===== src/inc/dscd_pkg.sv =====
// Constants, types and helpers for the switch configuration decoder
package dscd_pkg;
	// Register byte offsets
	localparam logic [7:0] DSCD_OFS_CFG = 8'h00;
	localparam logic [7:0] DSCD_OFS_SOFT_ADDR = 8'h04;
	localparam logic [7:0] DSCD_OFS_NVM_BAUD = 8'h08;
	localparam logic [7:0] DSCD_OFS_SW_BAUD = 8'h0c;
	localparam logic [7:0] DSCD_OFS_IRQ_STAT = 8'h10;
	localparam logic [7:0] DSCD_OFS_IRQ_MASK = 8'h14;
	localparam logic [7:0] DSCD_OFS_RAW_SW = 8'h18;

	// CFG register field positions
	localparam int DSCD_CFG_CLAMP_LSB = 0;
	localparam int DSCD_CFG_CLAMP_BAD = 4;
	localparam int DSCD_CFG_BAUD_SW = 5;
	localparam int DSCD_CFG_TWO_WIRE = 6;
	localparam int DSCD_CFG_MULTIDROP = 7;
	localparam int DSCD_CFG_TX_TERM = 8;
	localparam int DSCD_CFG_RX_TERM = 9;
	localparam int DSCD_CFG_ADDR_SW = 10;
	localparam int DSCD_CFG_VALID = 11;
	localparam int DSCD_CFG_ADDR_LSB = 16;

	// Interrupt status bits
	localparam int DSCD_IRQ_CAPTURED = 0;
	localparam int DSCD_IRQ_CLAMP_BAD = 1;
	localparam int DSCD_IRQ_W = 2;

	// Reset values
	localparam logic [5:0] DSCD_SOFT_ADDR_RST = 6'h01;
	localparam logic [3:0] DSCD_NVM_BAUD_RST = 4'h0;
	localparam logic [3:0] DSCD_SW_BAUD_RST = 4'h0;
	localparam logic [DSCD_IRQ_W-1:0] DSCD_IRQ_MASK_RST = 2'h0;

	// Switch bus layout: clamp 3:0, function switches 13:4, interface select 14
	localparam int DSCD_SW_W = 15;
	localparam int DSCD_FN_LSB = 4;
	localparam int DSCD_SEL_BIT = 14;

	// Settling time after reset before switches are captured
	localparam int DSCD_CLK_MHZ = 125;
	localparam int DSCD_SETTLE_NS = 1000;
	localparam int DSCD_SETTLE_CYC = (DSCD_SETTLE_NS * DSCD_CLK_MHZ + 999) / 1000;
	localparam int DSCD_CNT_W = 8;

	typedef enum logic [2:0] {
		DSCD_ST_WAIT = 3'b001,
		DSCD_ST_SETTLE = 3'b010,
		DSCD_ST_HOLD = 3'b100
	} dscd_cap_e;

	function automatic logic dscd_onehot4(input logic [3:0] v);
		dscd_onehot4 = (v != 4'h0) && ((v & (v - 4'h1)) == 4'h0);
	endfunction : dscd_onehot4
endpackage : dscd_pkg


===== src/inc/dscd_cfg_if.sv =====
// Captured switch settings passed from capture logic to the top
interface dscd_cfg_if;
	logic [3:0] clamp;
	logic clamp_bad;
	logic baud_sw;
	logic two_wire;
	logic [5:0] addr;
	logic tx_term;
	logic rx_term;
	logic multidrop;
	logic valid;
	logic captured;

	modport producer (output clamp, clamp_bad, baud_sw, two_wire, addr, tx_term, rx_term,
		multidrop, valid, captured);
	modport consumer (input clamp, clamp_bad, baud_sw, two_wire, addr, tx_term, rx_term,
		multidrop, valid, captured);
endinterface : dscd_cfg_if


===== src/rtl/dscd_sync.sv =====
// Two-stage synchroniser for the switch pins
module dscd_sync
	import dscd_pkg::*;
(
	input wire logic hclk,
	input wire logic hresetn,
	input wire logic [DSCD_SW_W-1:0] pins,
	output logic [DSCD_SW_W-1:0] synced
);
	logic [DSCD_SW_W-1:0] meta_q;

	always_ff @(posedge hclk or negedge hresetn) begin
		if (!hresetn) begin
			meta_q <= '0;
			synced <= '0;
		end else begin
			meta_q <= pins;
			synced <= meta_q;
		end
	end
endmodule : dscd_sync


===== src/rtl/dscd_capture.sv =====
// One-shot capture and decode of the synchronised switches
module dscd_capture
	import dscd_pkg::*;
(
	input wire logic hclk,
	input wire logic hresetn,
	input wire logic [DSCD_SW_W-1:0] sw,
	dscd_cfg_if.producer cfg
);
	dscd_cap_e state_q;
	logic [DSCD_CNT_W-1:0] cnt_q;

	localparam logic [DSCD_CNT_W-1:0] SETTLE_LAST = DSCD_CNT_W'(DSCD_SETTLE_CYC - 1);

	// Waits out the synchroniser and switch settling, then freezes
	always_ff @(posedge hclk or negedge hresetn) begin
		if (!hresetn) begin
			state_q <= DSCD_ST_WAIT;
			cnt_q <= '0;
		end else begin
			case (state_q)
				DSCD_ST_WAIT: state_q <= DSCD_ST_SETTLE;
				DSCD_ST_SETTLE: begin
					if (cnt_q == SETTLE_LAST) begin
						state_q <= DSCD_ST_HOLD;
					end else begin
						cnt_q <= cnt_q + DSCD_CNT_W'(1);
					end
				end
				DSCD_ST_HOLD: state_q <= DSCD_ST_HOLD;
				default: state_q <= DSCD_ST_WAIT;
			endcase
		end
	end

	// Settings latched once; later switch moves are ignored until reset
	always_ff @(posedge hclk or negedge hresetn) begin
		if (!hresetn) begin
			cfg.clamp <= 4'h0;
			cfg.clamp_bad <= 1'b0;
			cfg.baud_sw <= 1'b0;
			cfg.two_wire <= 1'b0;
			cfg.addr <= 6'h00;
			cfg.tx_term <= 1'b0;
			cfg.rx_term <= 1'b0;
			cfg.multidrop <= 1'b0;
			cfg.valid <= 1'b0;
			cfg.captured <= 1'b0;
		end else begin
			cfg.captured <= 1'b0;
			if (state_q == DSCD_ST_SETTLE && cnt_q == SETTLE_LAST) begin
				cfg.clamp <= sw[3:0];
				cfg.clamp_bad <= !dscd_onehot4(sw[3:0]);
				cfg.baud_sw <= sw[DSCD_FN_LSB];
				cfg.two_wire <= sw[DSCD_FN_LSB + 1];
				cfg.addr <= sw[DSCD_FN_LSB + 7:DSCD_FN_LSB + 2];
				cfg.tx_term <= sw[DSCD_FN_LSB + 8];
				cfg.rx_term <= sw[DSCD_FN_LSB + 9];
				cfg.multidrop <= sw[DSCD_SEL_BIT];
				cfg.valid <= 1'b1;
				cfg.captured <= 1'b1;
			end
		end
	end
endmodule : dscd_capture


===== src/rtl/dscd_top.sv =====
// Switch bank configuration decoder with AHB-Lite register access
module dscd_top
	import dscd_pkg::*;
(
	input wire logic hclk,
	input wire logic hresetn,
	input wire logic hsel,
	input wire logic [31:0] haddr,
	input wire logic [1:0] htrans,
	input wire logic hwrite,
	input wire logic [2:0] hsize,
	input wire logic [31:0] hwdata,
	input wire logic hready,
	output logic [31:0] hrdata,
	output logic hreadyout,
	output logic hresp,
	input wire logic [3:0] clamp_sw,
	input wire logic [9:0] func_sw,
	input wire logic interface_select_switch,
	output logic [3:0] clamp_thr_q,
	output logic clamp_invalid_q,
	output logic baud_from_nvm_q,
	output logic [3:0] baud_code_q,
	output logic two_wire_q,
	output logic [5:0] node_addr_q,
	output logic multidrop_sel_q,
	output logic p2p_sel_q,
	output logic tx_term_en_q,
	output logic rx_term_en_q,
	output logic irq_q
);
	logic [DSCD_SW_W-1:0] sw_sync;
	dscd_cfg_if cfg_bus ();

	logic wr_pend_q;
	logic rd_pend_q;
	logic [7:0] addr_q;
	logic [5:0] soft_addr_q;
	logic [3:0] nvm_baud_q;
	logic [3:0] sw_baud_q;
	logic [DSCD_IRQ_W-1:0] irq_stat_q;
	logic [DSCD_IRQ_W-1:0] irq_mask_q;
	logic [DSCD_IRQ_W-1:0] irq_set;
	logic [DSCD_IRQ_W-1:0] irq_clr;
	logic [31:0] cfg_word;
	logic [31:0] rd_mux;
	logic addr_take;
	logic wr_now;
	logic addr_from_sw;

	dscd_sync u_sync (
		.hclk(hclk),
		.hresetn(hresetn),
		.pins({interface_select_switch, func_sw, clamp_sw}),
		.synced(sw_sync)
	);

	dscd_capture u_capture (
		.hclk(hclk),
		.hresetn(hresetn),
		.sw(sw_sync),
		.cfg(cfg_bus.producer)
	);

	// Bus: writes are zero-wait, reads take one wait state so data comes from a flop
	assign addr_take = hsel && hready && htrans[1];
	assign wr_now = wr_pend_q;

	function automatic logic dscd_wr_hit(input logic en, input logic [7:0] a,
		input logic [7:0] ofs);
		dscd_wr_hit = en && (a == ofs);
	endfunction : dscd_wr_hit

	always_ff @(posedge hclk or negedge hresetn) begin
		if (!hresetn) begin
			wr_pend_q <= 1'b0;
			rd_pend_q <= 1'b0;
			addr_q <= 8'h00;
		end else begin
			if (rd_pend_q) begin
				rd_pend_q <= 1'b0;
			end else if (addr_take) begin
				wr_pend_q <= hwrite;
				rd_pend_q <= !hwrite;
				addr_q <= {haddr[7:2], 2'b00};
			end else begin
				wr_pend_q <= 1'b0;
			end
		end
	end

	always_ff @(posedge hclk or negedge hresetn) begin
		if (!hresetn) begin
			hreadyout <= 1'b1;
		end else if (rd_pend_q) begin
			hreadyout <= 1'b1;
		end else if (addr_take) begin
			hreadyout <= hwrite;
		end
	end

	// No error responses exist, but the output still leaves a flop
	always_ff @(posedge hclk or negedge hresetn) begin
		if (!hresetn) begin
			hresp <= 1'b0;
		end else begin
			hresp <= 1'b0;
		end
	end

	assign addr_from_sw = cfg_bus.addr != 6'h00;

	always_comb begin
		cfg_word = 32'h0000_0000;
		cfg_word[DSCD_CFG_CLAMP_LSB +: 4] = cfg_bus.clamp;
		cfg_word[DSCD_CFG_CLAMP_BAD] = cfg_bus.clamp_bad;
		cfg_word[DSCD_CFG_BAUD_SW] = cfg_bus.baud_sw;
		cfg_word[DSCD_CFG_TWO_WIRE] = cfg_bus.two_wire;
		cfg_word[DSCD_CFG_MULTIDROP] = cfg_bus.multidrop;
		cfg_word[DSCD_CFG_TX_TERM] = cfg_bus.tx_term;
		cfg_word[DSCD_CFG_RX_TERM] = cfg_bus.rx_term;
		cfg_word[DSCD_CFG_ADDR_SW] = addr_from_sw;
		cfg_word[DSCD_CFG_VALID] = cfg_bus.valid;
		cfg_word[DSCD_CFG_ADDR_LSB +: 6] = node_addr_q;
	end

	always_comb begin
		case (addr_q)
			DSCD_OFS_CFG: rd_mux = cfg_word;
			DSCD_OFS_SOFT_ADDR: rd_mux = {26'h0, soft_addr_q};
			DSCD_OFS_NVM_BAUD: rd_mux = {28'h0, nvm_baud_q};
			DSCD_OFS_SW_BAUD: rd_mux = {28'h0, sw_baud_q};
			DSCD_OFS_IRQ_STAT: rd_mux = {30'h0, irq_stat_q};
			DSCD_OFS_IRQ_MASK: rd_mux = {30'h0, irq_mask_q};
			DSCD_OFS_RAW_SW: rd_mux = {17'h0, sw_sync};
			default: rd_mux = 32'h0000_0000;
		endcase
	end

	always_ff @(posedge hclk or negedge hresetn) begin
		if (!hresetn) begin
			hrdata <= 32'h0000_0000;
		end else if (rd_pend_q) begin
			hrdata <= rd_mux;
		end
	end

	// Software registers
	always_ff @(posedge hclk or negedge hresetn) begin
		if (!hresetn) begin
			soft_addr_q <= DSCD_SOFT_ADDR_RST;
		end else if (dscd_wr_hit(wr_now, addr_q, DSCD_OFS_SOFT_ADDR)) begin
			soft_addr_q <= hwdata[5:0];
		end
	end

	always_ff @(posedge hclk or negedge hresetn) begin
		if (!hresetn) begin
			nvm_baud_q <= DSCD_NVM_BAUD_RST;
		end else if (dscd_wr_hit(wr_now, addr_q, DSCD_OFS_NVM_BAUD)) begin
			nvm_baud_q <= hwdata[3:0];
		end
	end

	always_ff @(posedge hclk or negedge hresetn) begin
		if (!hresetn) begin
			sw_baud_q <= DSCD_SW_BAUD_RST;
		end else if (dscd_wr_hit(wr_now, addr_q, DSCD_OFS_SW_BAUD)) begin
			sw_baud_q <= hwdata[3:0];
		end
	end

	always_ff @(posedge hclk or negedge hresetn) begin
		if (!hresetn) begin
			irq_mask_q <= DSCD_IRQ_MASK_RST;
		end else if (dscd_wr_hit(wr_now, addr_q, DSCD_OFS_IRQ_MASK)) begin
			irq_mask_q <= hwdata[DSCD_IRQ_W-1:0];
		end
	end

	// Sticky events, write one to clear; a new event beats a clear
	always_comb begin
		irq_set = '0;
		irq_set[DSCD_IRQ_CAPTURED] = cfg_bus.captured;
		irq_set[DSCD_IRQ_CLAMP_BAD] = cfg_bus.captured && cfg_bus.clamp_bad;
		irq_clr = '0;
		if (dscd_wr_hit(wr_now, addr_q, DSCD_OFS_IRQ_STAT)) begin
			irq_clr = hwdata[DSCD_IRQ_W-1:0];
		end
	end

	always_ff @(posedge hclk or negedge hresetn) begin
		if (!hresetn) begin
			irq_stat_q <= '0;
		end else begin
			irq_stat_q <= (irq_stat_q & ~irq_clr) | irq_set;
		end
	end

	always_ff @(posedge hclk or negedge hresetn) begin
		if (!hresetn) begin
			irq_q <= 1'b0;
		end else begin
			irq_q <= |(irq_stat_q & irq_mask_q);
		end
	end

	// Clamp threshold: an illegal pattern selects nothing, so the brake never fires wrong
	always_ff @(posedge hclk or negedge hresetn) begin
		if (!hresetn) begin
			clamp_thr_q <= 4'h0;
		end else begin
			clamp_thr_q <= (cfg_bus.valid && !cfg_bus.clamp_bad) ? cfg_bus.clamp : 4'h0;
		end
	end

	always_ff @(posedge hclk or negedge hresetn) begin
		if (!hresetn) begin
			clamp_invalid_q <= 1'b0;
		end else begin
			clamp_invalid_q <= cfg_bus.valid && cfg_bus.clamp_bad;
		end
	end

	// Multi-drop link settings
	always_ff @(posedge hclk or negedge hresetn) begin
		if (!hresetn) begin
			baud_from_nvm_q <= 1'b1;
		end else begin
			baud_from_nvm_q <= !cfg_bus.baud_sw;
		end
	end

	always_ff @(posedge hclk or negedge hresetn) begin
		if (!hresetn) begin
			baud_code_q <= DSCD_NVM_BAUD_RST;
		end else begin
			baud_code_q <= cfg_bus.baud_sw ? sw_baud_q : nvm_baud_q;
		end
	end

	always_ff @(posedge hclk or negedge hresetn) begin
		if (!hresetn) begin
			two_wire_q <= 1'b0;
		end else begin
			two_wire_q <= cfg_bus.two_wire;
		end
	end

	always_ff @(posedge hclk or negedge hresetn) begin
		if (!hresetn) begin
			node_addr_q <= DSCD_SOFT_ADDR_RST;
		end else begin
			node_addr_q <= addr_from_sw ? cfg_bus.addr : soft_addr_q;
		end
	end

	always_ff @(posedge hclk or negedge hresetn) begin
		if (!hresetn) begin
			tx_term_en_q <= 1'b0;
		end else begin
			tx_term_en_q <= cfg_bus.tx_term;
		end
	end

	always_ff @(posedge hclk or negedge hresetn) begin
		if (!hresetn) begin
			rx_term_en_q <= 1'b0;
		end else begin
			rx_term_en_q <= cfg_bus.rx_term;
		end
	end

	// Point-to-point stays selected until a capture says otherwise
	always_ff @(posedge hclk or negedge hresetn) begin
		if (!hresetn) begin
			multidrop_sel_q <= 1'b0;
		end else begin
			multidrop_sel_q <= cfg_bus.multidrop;
		end
	end

	always_ff @(posedge hclk or negedge hresetn) begin
		if (!hresetn) begin
			p2p_sel_q <= 1'b1;
		end else begin
			p2p_sel_q <= !cfg_bus.multidrop;
		end
	end
endmodule : dscd_top


===== config.mk =====
export PLATFORM = sky130hd
export DESIGN_NAME = dscd_top
export DESIGN_NICKNAME = d
export VERILOG_FILES = /design/src/inc/dscd_pkg.sv /design/src/inc/dscd_cfg_if.sv /design/src/rtl/dscd_sync.sv /design/src/rtl/dscd_capture.sv /design/src/rtl/dscd_top.sv
export SDC_FILE = /design/constraint.sdc
export NUM_CORES = 1
export LEC_CHECK = 0
export BUFFER_PORTS_ARGS = -buffer_cell sky130_fd_sc_hd__buf_2
export CAP_MARGIN = 10
export CORE_ASPECT_RATIO = 0.9
export CORE_MARGIN = 3
export CORE_UTILIZATION = 55
export DETAILED_ROUTE_END_ITERATION = 12
export PLACE_DENSITY = 0.95
export SETUP_SLACK_MARGIN = 0.5
export SLEW_MARGIN = 20
export SYNTH_ARGS = -nofsm -noshare
export SYNTH_HDL_FRONTEND = slang
export SYNTH_SLANG_ARGS = --single-unit

===== constraint.sdc =====
create_clock -name hclk -period 5.75 [get_ports hclk]
set_input_delay 0.8625 -clock hclk [delete_from_list [all_inputs] [get_ports hclk]]
set_output_delay 0.8625 -clock hclk [all_outputs]
set_load 0.02 [all_outputs]

=== After elaboration in Yosys (flattened, before gate mapping) ===
Cells that the tools add are included.

* Register bits after elaboration: 140
* Latch bits: 0
* Bits in writable memories: 0
* Bits in read-only memories: 0
* Input port bits: 89
* Output and inout port bits: 56
* Word-level logic and storage cells: 93
* Memories kept: 0

* $add $sub $neg: 2
* Multiply operators: 0
* Div/mod/pow operators: 0
* Order comparisons: 0
* Equal/unequal tests: 11
* Shifts and indexed selects: 0
* Multiplexer cells: 13
* Bitwise logic cells: 7
* Reduce and logical (&&, ||, !) cells: 25

{| class="wikitable"
|+ Operator list
! kind !! number
|-
| $pmux W22 S7 || 1
|-
| $eq A6 B3 Y1 const B || 3
|-
| $eq A6 B2 Y1 const B || 2
|-
| $logic_and A1 B1 Y1 || 12
|-
| $pmux W3 S3 || 1
|-
| $add A8 B1 Y8 const B || 1
|-
| $eq A8 B7 Y1 const B || 1
|-
| $logic_not A8 Y1 || 1
|-
| $mux W4 || 2
|-
| $eq A6 B1 Y1 const B || 1
|-
| $mux W1 || 6
|-
| $mux W6 || 1
|-
| $reduce_bool A6 Y1 || 1
|-
| $logic_not A1 Y1 || 5
|-
| $and A2 B2 Y2 || 2
|-
| $and A4 B4 Y4 || 1
|-
| $logic_not A4 Y1 || 1
|-
| $reduce_and A2 Y1 || 2
|-
| $reduce_bool A4 Y1 || 1
|-
| $sub A4 B1 Y4 const B || 1
|-
| $eq A3 B1 Y1 const B || 1
|-
| $eq A3 B2 Y1 const B || 1
|-
| $eq A3 B3 Y1 const B || 1
|-
| $mux W3 || 1
|-
| 7 further kinds || 8
|}

=== Logic depth before layout (Yosys ltp) ===
* Depth after elaboration: 6
* Mapped depth: 7
* Mapped depth without buffers: 6

=== By module ===
From an unflattened synthesis, not the netlist that was laid out.

* Cell total of the unflattened synthesis: 360
* Area total of the unflattened synthesis: 5084.9 um^2

{| class="wikitable"
|+ By module, submodules not included
! module !! instances !! cells each !! area an instance (um^2) !! sequential area each (um^2)
|-
| dscd_top || 1 || 235 || 3052.9 || 1757.9
|-
| dscd_capture || 1 || 95 || 1281.2 || 726.9
|-
| dscd_sync || 1 || 30 || 750.7 || 750.7
|}

=== Worst setup path before layout ===
Ideal clock, no wire load.

* Path kind: reg-to-reg
* Start: reg u_capture.state_q[2]
* End: reg u_capture.cfg.addr[1]
* Library setup time: 125 ps
* Arrival: 1760 ps
* Required time: 5625 ps
* Path slack: 3864 ps
* Cell stages (with the launch flop): 7
* Path buffers: 2
* Period minus slack after synthesis: 1886 ps
* Cell sequence: dfrtp_1 > or3b_1 > buf_2 > or3_1 > buf_6 > inv_8 > mux2_4

* Word-level cells in the longest chain between the ends: 2

{| class="wikitable"
|+ RTL lines
! what !! line !! RTL
|-
| start: declaration || dscd_capture.sv:10 || <nowiki>dscd_cap_e state_q;</nowiki>
|-
| start signal: assignment || dscd_capture.sv:18 || <nowiki>state_q <= DSCD_ST_WAIT;</nowiki>
|-
| start signal: assignment || dscd_capture.sv:22 || <nowiki>DSCD_ST_WAIT: state_q <= DSCD_ST_SETTLE;</nowiki>
|-
| start signal: assignment || dscd_capture.sv:25 || <nowiki>state_q <= DSCD_ST_HOLD;</nowiki>
|-
| $eq A3 B2 Y1 || dscd_capture.sv:51 || <nowiki>if (state_q == DSCD_ST_SETTLE && cnt_q == SETTLE_LAST) begin</nowiki>
|-
| $logic_and A1 B1 Y1 || dscd_capture.sv:51 ||
|-
| end signal: assignment || dscd_capture.sv:56 || <nowiki>cfg.addr <= sw[DSCD_FN_LSB + 7:DSCD_FN_LSB + 2];</nowiki>
|-
| end: declaration || dscd_cfg_if.sv:14 || <nowiki>modport producer (output clamp, clamp_bad, baud_sw, two_wire, addr, tx_term, rx_term,</nowiki>
|}

Every way passes these cells.
A chain may end at the register's enable or synchronous reset.

==> summary.md <==
| Metric | Value |
|---|---|
| Final clock skew | `0.0190 ns` |
| Worst min-delay path class | `flip-flop to flip-flop` |
| Predominant post-synthesis flop cell | `dfrtp_1` |
| CP max-delay cell | `dfrtp_1` |
| P_leak | `3.10 nW` |
| Cell count after synthesis | `340` |
| Avg WL per Cell | `between 15 and 20 µm` |
| Initial antenna violation count | `0` |
| Worst-path clk slew | `roughly 0.060 ns` |
| FF-to-FF Start | `rd_pend_q$_DFF_PN0_` |
| Setup TNS after final layout | `0 ns` |
| Dpl hpwl | `around 7000 µm` |
| Reg power frac | `about 45%` |
| First-pass GRT wire length | `16,800 µm` |
| CTS buffer count | `17` |
| Layout area overhead | `21.5%` |
| Rows | `32` |
| Clk_lat worst skew | `0.52 ns` |
| CP Capture Type | `flip-flop` |
| Clock sinks | `129` |
| Reg2Reg Setup Slack | `~3.3 ns` |
| Gr busiest metal | `met2` |
| Synth warnings | `0` |
| End of the worst hold path | `u_sync.synced[7]$_DFF_PN0_` |
| Mapped Avg Cell Area | `about 15 µm²` |
| Actual slew at the worst max-slew pin | `just under 0.8 ns` |
| Port Buffers | `76` |
| GRT overflow | `0` |
| PwrDens | `373 nW/µm²` |
| Sequential area share after synthesis | `between 60% and 70%` |
| IO Pins | `145` |
| Layout cells sized above 1 | `39.0%` |
| Worst vdd rail ir drop | `0.000266 V` |
| Total power | `2.26 mW` |
| Vias/cell | `about 5.6` |
| Asr flop ratio synth | `100%` |
| CTS tree | `built` |
| Critical Path AT | `2.85 ns` |
| DRC | `0` |
| Fin cells | `557` |
| Die Area | `10,300 µm²` |
| Pin count of the biggest net entering global routing | `91` |
| Via count | `3,129` |
| CP max stage delay | `0.71 ns` |
| Gpl congestion | `~0.91` |
| Layout Nets | `approximately 520` |
| Die Y | `slightly below 100 µm` |
| R2R cell count | `3` |
| CP required | `between 6 and 7 ns` |
| Synth unique cells | `51` |
| Met1 usage | `approximately 29%` |
| Crit-path cells | `nor4b_1, and4b_1, a221o_1` |
| Crit Reg-Reg Endpoint | `hrdata[6]$_DFFE_PN0P_` |
| Max Freq | `412 MHz` |
| Global routing usage on met3 | `5.91%` |
| Combinational power share | `6.2%` |
| Slew HR | `47.8%` |
| RSZ-0062 raised after global routing | `no` |
| Post-Syn Area | `5000 µm²` |
| Vias in the first global route | `about 3,200` |
| Final worst path period need | `2.42 ns` |
| Clock power share | `49.3%` |
| Most frequent cells in the layout | `123 x dfrtp_1, 75 x buf_2, 29 x mux2_2, 16 x clkbuf_16, 15 x mux2_4` |
| Initial DRT Pass Iterations | `7` |
| Placement Setup Slack | `3.40 ns` |
| CP startpoint kind | `flip-flop` |
| Synth Register Bits | `129` |
| Initial Util | `57.5%` |
| Met2 usage | `35.7%` |
| Final WS setup | `3.33 ns` |
| Setup violators final | `0` |
| Chip width | `about 110 µm` |
| First DRT Iteration DRCs | `185` |
| Max-Cap Viols | `0` |
| Worst Hold Depth | `0` |
| Placed cells | `525` |
| Status | `completed` |
| Sw Share | `between 20% and 30%` |
| Root buf cell | `clkbuf_8` |
| Detailed Route WL | `about 11,000 µm` |
| Tcrit/Tclk final | `a little over two fifths` |
| Total track usage | `22.1%` |
| Number of flops mapped to enable cells by yosys | `0` |
| Hold Crit Start | `u_sync.meta_q[7]$_DFF_PN0_` |
| Longest Clk Path Bufs | `2` |
| Hold_buf cts | `0` |
| Post-CTS sizing | `0` |
| Pint | `around 1.7 mW` |
| Core area | `just under 9000 µm²` |
| Hold violation total from the final report | `0` |
| # Post-CTS Setup Buffers | `0` |
| Ant. Diodes | `0` |
| Crit path max fanout | `15` |
| Net Sw Power | `around 520 µW` |
| Max-slew violation count | `0` |
| H-tree Lvls | `4` |
| Crit Path Category | `flip-flop to flip-flop` |
| Antenna viol nets, final | `0` |
| Leading cell type in the layout, fill and taps excluded | `dfrtp_1` |
## cell usage after synthesis (3+ instances only)
cell type / count / area (µm²)
a21o_1: 6 / 45.0
a21oi_1: 3 / 15.0
a221o_1: 10 / 100
a22o_1: 10 / 87.6
and2_1: 5 / 31.3
and3_1: 4 / 25.0
buf_2: 3 / 15.0
buf_4: 12 / 90.1
clkbuf_1: 7 / 26.3
dfrtp_1: 123 / 3080
dfstp_2: 6 / 158
inv_1: 9 / 33.8
mux2_2: 29 / 327
mux2_4: 15 / 225
mux4_2: 4 / 90.1
nand2_1: 8 / 30.0
nand2b_1: 7 / 43.8
nand3_1: 5 / 25.0
nor2_1: 6 / 22.5
nor2b_1: 9 / 56.3
nor3_1: 6 / 30.0
nor4_1: 3 / 18.8
o21ai_0: 6 / 30.0
xnor2_1: 4 / 35.0
xor2_1: 4 / 35.0
## layout make-up
cell class,count,area (µm²)
flip-flops and latches,129,3240
inverters,10,45.0
fillers,584,2620
multi-input cells,189,1610
clock inverters,13,184
well taps,119,149
repair buffers,78,402
clock buffers,19,442
## critical path: cells and delay by family, from the launching register on
family	cells	cell delay (ns)
AOI/OAI and AO/OA	1	0.29
DFF	1	0.71
and+or+nand+nor	2	1.33
## sequential cells by signal, indices dropped and copies added, names as in the netlist, 6 cells and up
| signal | count |
|---|---|
| node_addr_q | 6 |
| u_sync.meta_q | 15 |
| u_sync.synced | 15 |
| soft_addr_q | 6 |
| addr_q | 6 |
| hrdata | 21 |
| u_capture.cfg.addr | 6 |
| u_capture.cnt_q | 8 |
## per-layer routing
layer	wire length (µm)	up-vias
met5	0	-
met4	194	0
met3	772	14
met2	5340	147
met1	4350	1595
li1	-	1373
## cell families after synthesis
family | synth area share (%)
adders and majority gates | 0.501
other | 0.0751
muxes | 13.2
buffers and inverters | 3.76
AOI/OAI and AO/OA | 7.19
xor gates and xnor gates | 1.40
and+or+nand+nor | 9.07
DFF | 64.8
## through the flow
| step | area [µm²] | hold slack [ns] | util [%] |
|---|---|---|---|
| 3_5_place_dp | 5440 | 0.335 | 62.6 |
| 4_1_cts | 6070 | 0.346 | 69.8 |
| 3_3_place_gp | 5440 | 0.332 | 62.6 |
| 5_1_grt | 6070 | 0.346 | 69.9 |
| 2_1_floorplan | 5040 | 0.331 | - |
| 6_report | 6070 | 0.341 | 69.9 |
## how the worst max path moves through the flow
stage                                           from                           endpoint  cells after the start
floorplan           u_capture.state_q[2]$_DFFE_PN0N_  u_capture.cfg.addr[1]$_DFFE_PN0P_                      6
global placement      u_capture.cnt_q[0]$_DFFE_PN0P_  u_capture.cfg.addr[5]$_DFFE_PN0P_                      6
detailed placement               rd_pend_q$_DFF_PN0_              hrdata[6]$_DFFE_PN0P_                      3
CTS                              rd_pend_q$_DFF_PN0_              hrdata[6]$_DFFE_PN0P_                      3
global route                     rd_pend_q$_DFF_PN0_              hrdata[6]$_DFFE_PN0P_                      3
finish                           rd_pend_q$_DFF_PN0_              hrdata[6]$_DFFE_PN0P_                      3
## power by group through the flow
| stage | combinational [mW] | clock [mW] | sequential [mW] |
|---|---|---|---|
| global route | 0.152 | 1.17 | 1.01 |
| finish | 0.139 | 1.12 | 1.01 |
| detailed placement | 0.139 | 0 | 1.02 |
| CTS | 0.141 | 1.13 | 1.01 |
| global placement | 0.134 | 0 | 1.02 |
| floorplan | 0.0871 | 0 | 1.01 |
Note: power is estimated with default switching activity, not from simulation.
